==> src/include/raster_pkg.sv <==
// Shared constants and state types for the interlaced raster sync generator
package raster_pkg;

   ////////////////////////////////////////////////////////////////////////////
   // Clock
   localparam int CLK_PERIOD_NS = 25;

   ////////////////////////////////////////////////////////////////////////////
   // Line position counter (one step per trailing edge of the phase-3 pulse)
   localparam int          HPOS_W     = 6;
   localparam logic [5:0]  HPOS_ONE   = 6'h01;
   localparam logic [5:0]  HPOS_ZERO  = 6'h00;
   localparam logic [5:0]  HPOS_OPEN  = 6'h01;
   localparam logic [5:0]  HPOS_LOW   = 6'h05;
   localparam logic [5:0]  HPOS_CLOSE = 6'h0B;
   localparam logic [5:0]  HPOS_MID   = 6'h1B;
   localparam logic [5:0]  HPOS_HI    = 6'h2A;
   localparam logic [5:0]  HPOS_LAST  = 6'h2C;

   ////////////////////////////////////////////////////////////////////////////
   // Field line counter (one step per trailing edge of the twice-line tick)
   localparam int          FCNT_W        = 10;
   localparam logic [9:0]  FCNT_ONE      = 10'h001;
   localparam logic [9:0]  FCNT_ZERO     = 10'h000;
   localparam logic [9:0]  FIELD_LAST_60 = 10'h20C;
   localparam logic [9:0]  FIELD_LAST_50 = 10'h274;
   localparam logic [9:0]  REFRESH_A_60  = 10'h073;
   localparam logic [9:0]  REFRESH_B_60  = 10'h074;
   localparam logic [9:0]  REFRESH_A_50  = 10'h0AB;
   localparam logic [9:0]  REFRESH_B_50  = 10'h0AC;
   localparam logic [9:0]  VDRIVE_END    = 10'h011;
   localparam int          VEND_BIT_LO   = 0;
   localparam int          VEND_BIT_HI   = 4;

   ////////////////////////////////////////////////////////////////////////////
   // State records
   typedef struct packed
   {
      logic             ph3_q;
      logic [5:0]       cnt;
   } hpos_state_t;

   typedef struct packed
   {
      logic [9:0]       fcnt;
      logic             tick_q;
      logic             last_q;
      logic             c17_q;
      logic             open_q;
      logic             close_q;
      logic             mid_q;
      logic             hi_q;
      logic             field_a;
      logic             vdrive;
      logic             arm;
      logic             phase;
      logic             hdrive;
      logic             win;
      logic             hset;
      logic             flc;
      logic             srf;
   } sync_state_t;

   localparam hpos_state_t HPOS_RESET = '0;
   localparam sync_state_t SYNC_RESET = '0;

endpackage : raster_pkg

==> src/core/hpos_counter.sv <==
// Divide-by-45 line position counter with its position decodes
`timescale 1ns/100ps
module hpos_counter
(
   // Clock and reset
   input  wire logic                        clk_sys,
   input  wire logic                        rstn,
   // Timing pulse in
   input  wire logic                        phase3_timing_pulse,
   // Position and decodes
   output logic [raster_pkg::HPOS_W-1:0]    hpos,
   output logic                             hsync_open_decode,
   output logic                             hpos_decode_low,
   output logic                             hsync_close_decode,
   output logic                             hpos_decode_mid,
   output logic                             hpos_decode_hi,
   output logic                             twice_line_tick
);
   import raster_pkg::*;

   hpos_state_t s_r;
   hpos_state_t s_nxt;

   always_comb
   begin
      s_nxt = s_r;
      s_nxt.ph3_q = phase3_timing_pulse;
      // Advance on the trailing edge, wrap after the last count
      if (s_r.ph3_q && !phase3_timing_pulse)
      begin
         s_nxt.cnt = (s_r.cnt == HPOS_LAST) ? HPOS_ZERO : s_r.cnt + HPOS_ONE;
      end
   end

   always_ff @(posedge clk_sys or negedge rstn)
   begin
      if (!rstn)
         s_r <= HPOS_RESET;
      else
         s_r <= s_nxt;
   end

   assign hpos               = s_r.cnt;
   assign hsync_open_decode  = (s_r.cnt == HPOS_OPEN);
   assign hpos_decode_low    = (s_r.cnt == HPOS_LOW);
   assign hsync_close_decode = (s_r.cnt == HPOS_CLOSE);
   assign hpos_decode_mid    = (s_r.cnt == HPOS_MID);
   assign hpos_decode_hi     = (s_r.cnt == HPOS_HI);
   assign twice_line_tick    = (s_r.cnt == HPOS_LAST);

endmodule : hpos_counter

==> src/core/interlaced_raster_sync_generator.sv <==
// Interlaced raster sync generator: field, line and refresh timing
//
// What this block does
// - 50 Hz: field counter runs 0..628 then wraps; decodes 171, 172, 628.
// - 50 Hz: line decodes recur once per 20 ms field; count-17 decode rises on every count with bits 0 and 4 set.
// - 50 Hz: field A/B toggle follows the last-count decode; 20 ms gates.
// - Vertical drive from last-count rise to first following count-17 rise.
// - Vertical drive active low to monitor and remote copy, active high logic copy.
// - Line phase toggle divides the twice-line tick by two.
// - Phase high: monitor line pulse from count-42 rise to next count-27 fall.
// - Field A first line pulse precedes gate; field B one lags by half line.
// - First hsync open decode after field A rises forces line phase low.
// - Each field holds 262.5 (60 Hz) or 314.5 (50 Hz) line scans.
// - Remote copy and t-pulse hold copy of the monitor line pulse.
// - Set strobe and sync window only while line phase is low.
// - Sync window from open decode rise to close decode rise; to refresh.
// - Window ANDed with count-5 decode gives first line clear, both senses.
// - Start refresh on scan 58 (60 Hz) or 86 (50 Hz) of each field.
// - Refresh gate: line 115/171 with field A or 116/172 with field B passes window.
// - Line position counter steps on phase-3 trailing edge, wraps after 44.
// - 60 Hz: field counter steps on tick trailing edge, wraps after 524.
// - Field A/B gate toggles on each last-count decode rise.
`timescale 1ns/100ps
module interlaced_raster_sync_generator
(
   // Clock and reset
   input  wire logic                        clk_sys,
   input  wire logic                        rstn,
   // Timing inputs
   input  wire logic                        phase3_timing_pulse,
   input  wire logic                        sel_50hz,
   // Field outputs
   output logic                             field_a,
   output logic                             field_b,
   output logic                             field_pulse,
   output logic                             monitor_field_pulse_n,
   output logic                             remote_field_pulse_n,
   // Line outputs
   output logic                             line_phase,
   output logic                             monitor_line_pulse_n,
   output logic                             remote_line_pulse_n,
   output logic                             tpulse_hold_n,
   output logic                             line_set_strobe,
   output logic                             hsync_window,
   output logic                             first_line_clear,
   output logic                             first_line_clear_n,
   output logic                             start_refresh,
   // Counter observation
   output logic [raster_pkg::HPOS_W-1:0]    line_pos,
   output logic [raster_pkg::FCNT_W-1:0]    field_pos
);
   import raster_pkg::*;

   ////////////////////////////////////////////////////////////////////////////
   // Line position counter

   logic hsync_open_decode;
   logic hpos_decode_low;
   logic hsync_close_decode;
   logic hpos_decode_mid;
   logic hpos_decode_hi;
   logic twice_line_tick;

   // Divide by 45
   hpos_counter u_hpos
   (
      .clk_sys             (clk_sys),
      .rstn                (rstn),
      .phase3_timing_pulse (phase3_timing_pulse),
      .hpos                (line_pos),
      .hsync_open_decode   (hsync_open_decode),
      .hpos_decode_low     (hpos_decode_low),
      .hsync_close_decode  (hsync_close_decode),
      .hpos_decode_mid     (hpos_decode_mid),
      .hpos_decode_hi      (hpos_decode_hi),
      .twice_line_tick     (twice_line_tick)
   );

   ////////////////////////////////////////////////////////////////////////////
   // State

   sync_state_t s_r;
   sync_state_t s_nxt;

   ////////////////////////////////////////////////////////////////////////////
   // Field decodes

   logic [9:0] last_sel;
   logic [9:0] ref_a_sel;
   logic [9:0] ref_b_sel;
   logic       dec_last;
   logic       dec_17;
   logic       refresh_gate;

   // Static variant select
   assign last_sel  = sel_50hz ? FIELD_LAST_50 : FIELD_LAST_60;
   assign ref_a_sel = sel_50hz ? REFRESH_A_50 : REFRESH_A_60;
   assign ref_b_sel = sel_50hz ? REFRESH_B_50 : REFRESH_B_60;

   assign dec_last = (s_r.fcnt == last_sel);
   assign dec_17   = s_r.fcnt[VEND_BIT_LO] & s_r.fcnt[VEND_BIT_HI];

   // Line 115/171 of field A or 116/172 of field B
   assign refresh_gate = ((s_r.fcnt == ref_a_sel) & s_r.field_a)
                       | ((s_r.fcnt == ref_b_sel) & ~s_r.field_a);

   ////////////////////////////////////////////////////////////////////////////
   // Edge-detect enables

   logic tick_fall;
   logic last_rise;
   logic c17_rise;
   logic open_rise;
   logic close_rise;
   logic mid_fall;
   logic hi_rise;

   // Synchronous edges replace the ripple clocks
   assign tick_fall  = s_r.tick_q & ~twice_line_tick;
   assign last_rise  = dec_last & ~s_r.last_q;
   assign c17_rise   = dec_17 & ~s_r.c17_q;
   assign open_rise  = hsync_open_decode & ~s_r.open_q;
   assign close_rise = hsync_close_decode & ~s_r.close_q;
   assign mid_fall   = ~hpos_decode_mid & s_r.mid_q;
   assign hi_rise    = hpos_decode_hi & ~s_r.hi_q;

   ////////////////////////////////////////////////////////////////////////////
   // Next state

   always_comb
   begin
      s_nxt = s_r;
      s_nxt.tick_q  = twice_line_tick;
      s_nxt.last_q  = dec_last;
      s_nxt.c17_q   = dec_17;
      s_nxt.open_q  = hsync_open_decode;
      s_nxt.close_q = hsync_close_decode;
      s_nxt.mid_q   = hpos_decode_mid;
      s_nxt.hi_q    = hpos_decode_hi;

      // Field counter: 525 or 629 half lines per field
      if (tick_fall)
      begin
         s_nxt.fcnt = dec_last ? FCNT_ZERO : s_r.fcnt + FCNT_ONE;
      end

      // Field gate toggle and vertical drive start
      if (last_rise)
      begin
         s_nxt.field_a = ~s_r.field_a;
         s_nxt.vdrive  = 1'b1;
         s_nxt.arm     = ~s_r.field_a;
      end
      else if (c17_rise)
      begin
         s_nxt.vdrive = 1'b0;
      end

      // Line phase divides the tick by two
      if (tick_fall)
      begin
         s_nxt.phase = ~s_r.phase;
      end
      // Realign at the first open decode of field A
      if (open_rise && s_r.arm)
      begin
         s_nxt.phase = 1'b0;
         s_nxt.arm   = 1'b0;
      end

      // Monitor line pulse, only started in the high phase
      if (hi_rise && s_r.phase)
      begin
         s_nxt.hdrive = 1'b1;
      end
      else if (mid_fall)
      begin
         s_nxt.hdrive = 1'b0;
      end

      // Sync window, only opened in the low phase
      if (open_rise && !s_r.phase)
      begin
         s_nxt.win = 1'b1;
      end
      else if (close_rise)
      begin
         s_nxt.win = 1'b0;
      end

      // One position step wide set strobe
      s_nxt.hset = hsync_open_decode & ~s_r.phase;

      // First line clear
      s_nxt.flc = s_r.win & hpos_decode_low;

      // Window passed only on the refresh line
      s_nxt.srf = s_r.win & refresh_gate;
   end

   ////////////////////////////////////////////////////////////////////////////
   // Registers

   always_ff @(posedge clk_sys or negedge rstn)
   begin
      if (!rstn)
         s_r <= SYNC_RESET;
      else
         s_r <= s_nxt;
   end

   ////////////////////////////////////////////////////////////////////////////
   // Outputs

   assign field_a               = s_r.field_a;
   assign field_b               = ~s_r.field_a;
   assign field_pulse           = s_r.vdrive;
   assign monitor_field_pulse_n = ~s_r.vdrive;
   assign remote_field_pulse_n  = ~s_r.vdrive;
   assign line_phase            = s_r.phase;
   assign monitor_line_pulse_n  = ~s_r.hdrive;
   assign remote_line_pulse_n   = ~s_r.hdrive;
   assign tpulse_hold_n         = ~s_r.hdrive;
   assign line_set_strobe       = s_r.hset;
   assign hsync_window          = s_r.win;
   assign first_line_clear      = s_r.flc;
   assign first_line_clear_n    = ~s_r.flc;
   assign start_refresh         = s_r.srf;
   assign field_pos             = s_r.fcnt;
endmodule : interlaced_raster_sync_generator

==> config.mk <==
export PLATFORM = sky130hd
export DESIGN_NAME = interlaced_raster_sync_generator
export DESIGN_NICKNAME = d
export VERILOG_FILES = /design/src/include/raster_pkg.sv /design/src/core/hpos_counter.sv /design/src/core/interlaced_raster_sync_generator.sv
export SDC_FILE = /design/constraint.sdc
export NUM_CORES = 1
export LEC_CHECK = 0
export CAP_MARGIN = 40
export CELL_PAD_IN_SITES_DETAIL_PLACEMENT = 1
export CELL_PAD_IN_SITES_GLOBAL_PLACEMENT = 1
export CORE_AREA = 8 8 72 74
export DETAILED_ROUTE_END_ITERATION = 10
export DIE_AREA = 0 0 80 82
export DONT_BUFFER_PORTS = 1
export PLACE_DENSITY_LB_ADDON = 0.25
export SETUP_SLACK_MARGIN = 0.02
export SKIP_LAST_GASP = 1
export SYNTH_ARGS = -nofsm -noshare
export SYNTH_HDL_FRONTEND = slang
export SYNTH_HIERARCHICAL = 1
export SYNTH_SLANG_ARGS = --single-unit
==> constraint.sdc <==
create_clock -name clk_sys -period 2.6 [get_ports clk_sys]
set_clock_uncertainty 0.15 [all_clocks]
set_input_delay 0.13 -clock clk_sys [delete_from_list [all_inputs] [get_ports clk_sys]]
set_output_delay 0.13 -clock clk_sys [all_outputs]
set_load 0.02 [all_outputs]
After elaboration in Yosys (flattened, before gate mapping):

Index checks and enable logic that the tools add are counted.

* bits in registers: 33
* latch bits: 0
* bits in writable memories: 0
* bits in read-only memories: 0
* input bits: 4
* output and inout bits: 30
* word-level logic and storage cells: 81
* memories: 0

* add/sub/neg operators: 2
* $mul: 0
* divide/modulo/power cells: 0
* $lt $le $gt $ge: 0
* equal/unequal tests: 9
* shift operators: 0
* multiplexer cells: 14
* bitwise operators: 26
* reduce and logical (&&, ||, !) cells: 11

Operators by type and width (count)
* $eq 10x8->1: 2
* $mux 8: 2
* $and 1x1->1: 13
* $eq 6x6->1 const B: 2
* $not 1->1: 12
* $add 10x1->10 const B: 1
* $eq 10x10->1: 1
* $mux 10: 1
* $reduce_bool 2->1: 5
* $mux 1: 8
* $mux 7: 1
* $add 6x1->6 const B: 1
* $eq 6x1->1 const B: 1
* $eq 6x3->1 const B: 1
* $eq 6x4->1 const B: 1
* $eq 6x5->1 const B: 1
* $mux 6: 1
* $logic_and 1x1->1: 4
* $logic_not 1->1: 2
* $mux 2: 1
* $or 1x1->1: 1

Depth between registers and ports, before layout:

Gate-level depths: netlist of run 1.

* depth in word-level cells: 5
* gate-level depth with buffers: 8
* gate-level depth less buffers: 8

By module:

Netlist of run 1, hierarchy kept.

Modules (own cells, without submodules)
* interlaced_raster_sync_generator: instances 1, cells each 124, area each 1290.0 um^2, sequential area each 650.6 um^2
* hpos_counter: instances 1, cells each 56, area each 523.0 um^2, sequential area each 175.2 um^2

Worst setup path before layout of run 1:

OpenSTA, ideal clock, no wires.

* kind: flip-flop to flip-flop
* from: register u_hpos.s_r, in the netlist u_hpos/hpos[0]
* to: register s_r, in the netlist field_pos[9]
* setup time: 0.128 ns
* arrival time: 1.626 ns
* required time: 2.322 ns
* setup slack: 0.697 ns
* cell stages (with the launch flop): 9
* path buffers: 0
* clock period less this slack: 1.903 ns
* cell sequence: dfrtp_1 -> inv_1 -> ha_1 -> nand4b_4 -> inv_2 -> nand2b_1 -> nor4_1 -> xnor2_1 -> nor2_1

RTL lines
* start: declaration: RTL line hpos_counter.sv:21 `hpos_state_t s_r;`
* start signal: assignment: RTL line hpos_counter.sv:40 `s_r <= s_nxt;`
* end signal: assignment: RTL line interlaced_raster_sync_generator.sv:209 `s_r <= s_nxt;`
* end: declaration: RTL line interlaced_raster_sync_generator.sv:82 `sync_state_t s_r;`

==> results of run 1 <==
[placed cells by master (no fill, tap or decap), types with 2 or more instances in the layout]
| cell | netlist | routed |
|---|---|---|
| a21oi_1 | 2 | 2 |
| a22oi_1 | 2 | 2 |
| a31oi_1 | 4 | 4 |
| buf_4 | 22 | 5 |
| clkbuf_8 | 0 | 7 |
| dfrtp_1 | 33 | 33 |
| dlygate4sd3_1 | 0 | 3 |
| ha_1 | 6 | 6 |
| inv_1 | 12 | 12 |
| nand2_1 | 14 | 14 |
| nand2b_1 | 5 | 5 |
| nand3_1 | 7 | 7 |
| nand3b_1 | 2 | 2 |
| nand4_1 | 5 | 5 |
| nor2_1 | 8 | 8 |
| nor2b_1 | 3 | 3 |
| nor3_1 | 4 | 4 |
| nor3_2 | 2 | 2 |
| nor3b_1 | 2 | 2 |
| nor4_1 | 5 | 5 |
| o211ai_1 | 2 | 2 |
| o21ai_0 | 6 | 6 |
| o21ai_1 | 4 | 4 |
| o22ai_1 | 2 | 2 |
| xnor2_1 | 4 | 4 |
| xor2_1 | 3 | 3 |
[worst min-delay path by stage]
stage                   startpoint          endpoint  slack [ns]  cells after the start
2_1_floorplan                 rstn           field_a       -0.32                      0
3_3_place_gp                  rstn  first_line_clear       -0.31                      0
3_5_place_dp                  rstn      field_pos[8]       -0.31                      0
4_1_cts        phase3_timing_pulse    u_hpos/hpos[4]        0.06                      3
5_1_grt        phase3_timing_pulse    u_hpos/hpos[0]        0.07                      2
6_report       phase3_timing_pulse    u_hpos/hpos[4]        0.06                      3
[layout make-up]
type                       instances  area (um^2)  share of cell area (%)
timing repair buffer               9         87.6                    4.69
inverter                          13         48.8                    2.61
clock buffer                       7         96.3                    5.15
sequential                        33          826                    44.2
clock inverter                     1         5.00                   0.268
tap                               52         65.1                    3.48
multi-input combinational        108          741                    39.6
[routing by layer]
metal  vias to the layer above  wire [um]  global-route usage, %
met1                       596       1670                   15.3
met4                         0        116                   7.09
li1                        580          -                      -
met5                         -          0                      0
met2                        32       1850                   20.3
met3                        12        336                   6.46
[per-stage QoR]
step | hold WS [ns] | util, % | power, mW | setup slack, ns
detailed placement | -0.314 | 41.5 | 0.878 | 0.532
finish | 0.0605 | 45.1 | 1.31 | 0.497
global placement | -0.314 | 41.5 | 0.867 | 0.613
CTS | 0.0580 | 45.1 | 1.34 | 0.511
global route | 0.0696 | 45.1 | 1.39 | 0.335
floorplan | -0.316 | - | 0.870 | 0.697
[cell families after synthesis]
| group | share of synthesized area, % |
|---|---|
| flops | 45.5 |
| xor+xnor | 3.38 |
| fa+ha+maj | 4.14 |
| buf+inv | 13.6 |
| compound gates | 10.6 |
| simple gates | 22.7 |
[power groups by stage]
stage          registers (mW)  logic, mW  clock network [mW]
2_1_floorplan           0.616      0.254                   0
3_3_place_gp            0.654      0.213                   0
3_5_place_dp            0.659      0.219                   0
4_1_cts                 0.649      0.237               0.450
5_1_grt                 0.657      0.260               0.473
6_report                0.647      0.231               0.433
[timing repair]
action / in CTS / in global routing
buffers inserted: 0 / 0
hold buffers: 4 / 0
hold endpoints to repair: 35 / 0
[worst min-delay path, cell delays in order]
cell      delay (ns)
nand2b_1        0.18
nand2_1         0.07
o21ai_1         0.07
==> results.yml, run 1 <==
logic_synthesis:
  ys_top_cells_by_count: "dfrtp_1 (33), buf_4 (22), nand2_1 (14), inv_1 (12), nor2_1 (8)"
  ys_warn_count: 6
  yosysMostFrequentCell: "dfrtp_1"
  yosysSeqAreaShare_pct: 45.5
  synthTopCellsByArea: "dfrtp_1 (46%), buf_4 (9.1%), ha_1 (4.1%)"
  yosysTopAreaCell: "dfrtp_1"
  ys_types: 44
  synth_top_area_share_pct: 45.5
  synth_edf_count: 0
  async_reset_ff_share_pct: 100
  synth_nets: 190
  synthFlopType: "dfrtp_1"
  synthCells: 180
  ys_ff_latch: 33
  syn_area_um2: 1810
  syn_area_per_cell_um2: 10.1
setup_path:
  cp_num_cells: 6
  r2r_slack_ns: 0.50
  crit_required_ns: 2.66
  crit_end: "field_pos[7]"
  crit_path_start_kind: "flip-flop"
  rr_startpoint: "u_hpos/hpos[3]"
  cp_cell_sequence: "and2_4 > nand4b_4 > inv_2 > nand2b_1 > nor4_1 > xor2_1"
  worst_path_max_delay_cell: "dfrtp_1"
  critPathArrivalTime_ns: 2.16
  critical_path_class: "reg -> reg"
  crit_path_end_kind: "flip-flop"
  crit_start: "u_hpos/hpos[3]"
  timing.rr.end: "field_pos[7]"
  crit_family: "simple AND/OR/NAND/NOR gates"
  rr_worst_depth: 6
  worst_path_largest_cell_delay_ns: 0.55
  cp_max_fo: 9
  crit_buf_inv: 1
floorplanning:
  start_util_pct: 43.8
  die_x_um: 80
  io_pins: 34
  num_rows: 24
  dieArea_um2: 6560
  fp.dieH_um: 82
  fp.coreArea_um2: 4140
finish:
  final_nets: 180
  area_delta_synth_final_pct: 3.11
  largest_reg_flops: 10
  stdcell_count: 223
  layout-drive-gt1-share_pct: 14.6
  final_cell_area_um2: 1870
  diodes: 0
  nFillCells: 466
job:
  max-cap-violations: 0
routing:
  drtIter0Drc: 111
  drt_first_pass_iters: 4
  routed_wl_um: 3970
  drc: 0
  wl_per_cell_um: 17.8
  viasPerCell: 5.47
  ant_nets: 0
  num_vias: 1220
placement:
  portBuffers: 0
  dp_hpwl_um: 2980
  dp.cells: 211
  place.gp.congestion: 0.832
  place_area_um2: 1720
sta:
  clock.fmax_ghz: 0.475
  max_slew_margin_pct: 63.9
  finalHoldViolCount: 0
  rsz0062_at_grt: "no"
  finalCriticalPeriod_ns: 2.10
  setup_violations: 0
  finalMaxSlewViolations: 0
  worst_slew_pin_slew_ns: 0.541
  tns_ns: 0
  fin_crit_sh_pct: 80.9
pwr:
  switching_share_pct: 31.9
  ir_drop_mv: 0.337
  leakagePower_nw: 0.857
  power.internal_uw: 893
  combPwrFrac_pct: 17.7
  seq_power_share_pct: 49.3
  pwr-share-clk_pct: 33.0
  p_sw_uw: 418
  cellPowerDensity_nw_per_um2: 701
worst_hold_path:
  hold_class: "in -> reg"
clock_tree:
  cts_buffers: 5
  h-tree-depth: 2
  ctsRootBufferMaster: "clkbuf_8"
  clock_latency_ns: 0.29
  clk_pin_slew_worst_paths_ns: 0.07
  cts.sinks: 33
  cts_resized: 0
  clk_path_buf_depth: 2
  cts_tree: "built"
global_route:
  grt_pass1_vias: 1331
  grt_pass1_wl_um: 6710
  track_usage_pct: 13.4
  antenna_found_initial: 0
  grt_max_degree: 34
  overflow: 0
outcome:
  outcome: "finished clean"
(Power assumes the default switching activity.)
==> run 2, diff against run 1 <==
Clock period 2.6 ns to 2 ns, I/O delays scaled along.
==> run 2 against run 1 <==
Compared with the run above: flip-flop and latch count is the same; power up 49%; clock power rose by 76%; first-iteration DRC count down 31%; core utilization grew 4.0 points; sequential power grew 21%; maximum frequency grew 12%; largest cell class unchanged.
==> results.yml, run 2 (synthesis results as in run 1) <==
pwr:
  ir_drop_mv: 0.646
  combPwrFrac_pct: 20.4
  p_sw_uw: 568
  pwr-share-clk_pct: 39.2
  seq_power_share_pct: 40.4
  power.internal_mw: 1.38
  cellPowerDensity_nw_per_um2: 956
  leakagePower_nw: 0.943
  switching_share_pct: 29.2
worst_hold_path:
  min_path_cells: 2
  hold_class: "in -> reg"
  hp-start: "phase3_timing_pulse"
  min_to: "u_hpos/hpos[0]"
global_route:
  grt-busiest-layer: "met2"
  grt_max_degree: 34
  grtUsageMet1_pct: 16.0
  grtUsageMet2_pct: 24.2
  grt_pass1_wl_um: 7250
  met3_usage_pct: 5.47
  track_usage_pct: 14.1
  antenna_found_initial: 0
  overflow: 0
  grt_pass1_vias: 1445
routing:
  drtIter0Drc: 77
  routed_wl_um: 4280
  viasPerCell: 5.50
  ant_nets: 0
  drc: 0
  wl_per_cell_um: 17.9
  num_vias: 1315
  drt_first_pass_iters: 4
clock_tree:
  h-tree-depth: 2
  clk_pin_slew_worst_paths_ns: 0.07
  cts_tree: "built"
  clock_latency_ns: 0.29
  cts_buffers: 5
  clk_path_buf_depth: 2
  cts.sinks: 33
  ctsRootBufferMaster: "clkbuf_8"
sta:
  finalHoldViolCount: 0
  fin_crit_sh_pct: 94.2
  max_slew_margin_pct: 71.2
  setup_violations: 0
  tns_ns: 0
  setup_slack_ns: 0.117
  clock.fmax_ghz: 0.531
  finalCriticalPeriod_ns: 1.88
  worst_slew_pin_slew_ns: 0.431
  rsz0062_at_grt: "yes"
  whs_ns: 0.0398
  finalMaxSlewViolations: 0
finish:
  stdcell_count: 239
  largest_reg_flops: 10
  layout_common_cells: "dfrtp_1 (33), buf_4 (21), nand2_1 (14), inv_1 (11), nor2_1 (8)"
  diodes: 0
  area_delta_synth_final_pct: 12.4
  final_common_cell: "dfrtp_1"
  final_nets: 196
  layout-drive-gt1-share_pct: 23.5
setup_path:
  crit_start: "u_hpos/hpos[4]"
  crit_path_start_kind: "flip-flop"
  r2r_slack_ns: 0.12
  critPathArrivalTime_ns: 1.94
  crit_path_end_kind: "flip-flop"
  critical_path_class: "reg -> reg"
  worst_path_largest_cell_delay_ns: 0.52
  cp_max_fo: 8
  crit_required_ns: 2.05
  rr_startpoint: "u_hpos/hpos[4]"
  rr_worst_depth: 6
  timing.rr.end: "field_pos[4]"
  cp_cell_sequence: "nand4b_4 > inv_4 > and4b_1 > nand2_1 > or2_2 > o22ai_1"
  crit_buf_inv: 1
  crit_family: "simple AND/OR/NAND/NOR gates"
  worst_path_max_delay_cell: "dfrtp_1"
placement:
  place.gp.congestion: 0.900
  dp_hpwl_um: 3240
  portBuffers: 0
  place_ws_ns: 0.0607
  dp.cells: 226
floorplanning:
  fp.coreArea_um2: 4140
  start_util_pct: 43.8
  fp.dieH_um: 82
  num_rows: 24
  dieArea_um2: 6560
  die_x_um: 80
  io_pins: 34
outcome:
  outcome: "finished clean"
job:
  max-cap-violations: 0
## run 2: metal layers
layer	wire (um)	part of all wire, %	vias up
li1	-	-	616
met1	1720	40	657
met2	2190	51	33
met3	302	7.0	9
met4	64	1.5	0
met5	0	0	-
## run 2: repair_timing
action,4_1_cts,5_1_grt
hold endpoints to repair,35,0
setup endpoints to repair,0,5
buffers inserted,0,1
resized for setup,0,4
hold buffers,4,0
## run 2: power by group through the flow
stage | registers [mW] | clock network [mW] | logic, mW
CTS | 0.787 | 0.784 | 0.397
global placement | 0.799 | 0 | 0.360
finish | 0.786 | 0.764 | 0.398
floorplan | 0.800 | 0 | 0.331
detailed placement | 0.800 | 0 | 0.371
global route | 0.799 | 0.809 | 0.439
## run 2: metrics by stage
step	utilization [%]	power (mW)	instance area, um^2
after global routing	49.2	2.05	2040
after global placement	44.2	1.16	1830
final	49.2	1.95	2040
after floorplan	-	1.13	1810
after detailed placement	44.2	1.17	1830
after CTS	48.7	1.97	2020
## run 2: worst max path at each step
stage / end / slack (ns) / cells after the start
after floorplan: field_pos[9] / 0.1 / 8
after global placement: field_pos[9] / 0.20 / 8
after detailed placement: field_pos[4] / 0.06 / 8
after CTS: field_pos[4] / 0.03 / 8
after global routing: field_pos[6] / 0.007 / 9
final: field_pos[4] / 0.12 / 6
## run 2: final cells by class
type                            instances  area, um^2
Fill cell                             469        2110
Timing Repair Buffer                   25         208
Clock inverter                          3        68.8
Inverter                               13        51.3
Tap cell                               52        65.1
Multi-Input combinational cell        108         749
Clock buffer                            5        68.8
Sequential cell                        33         826
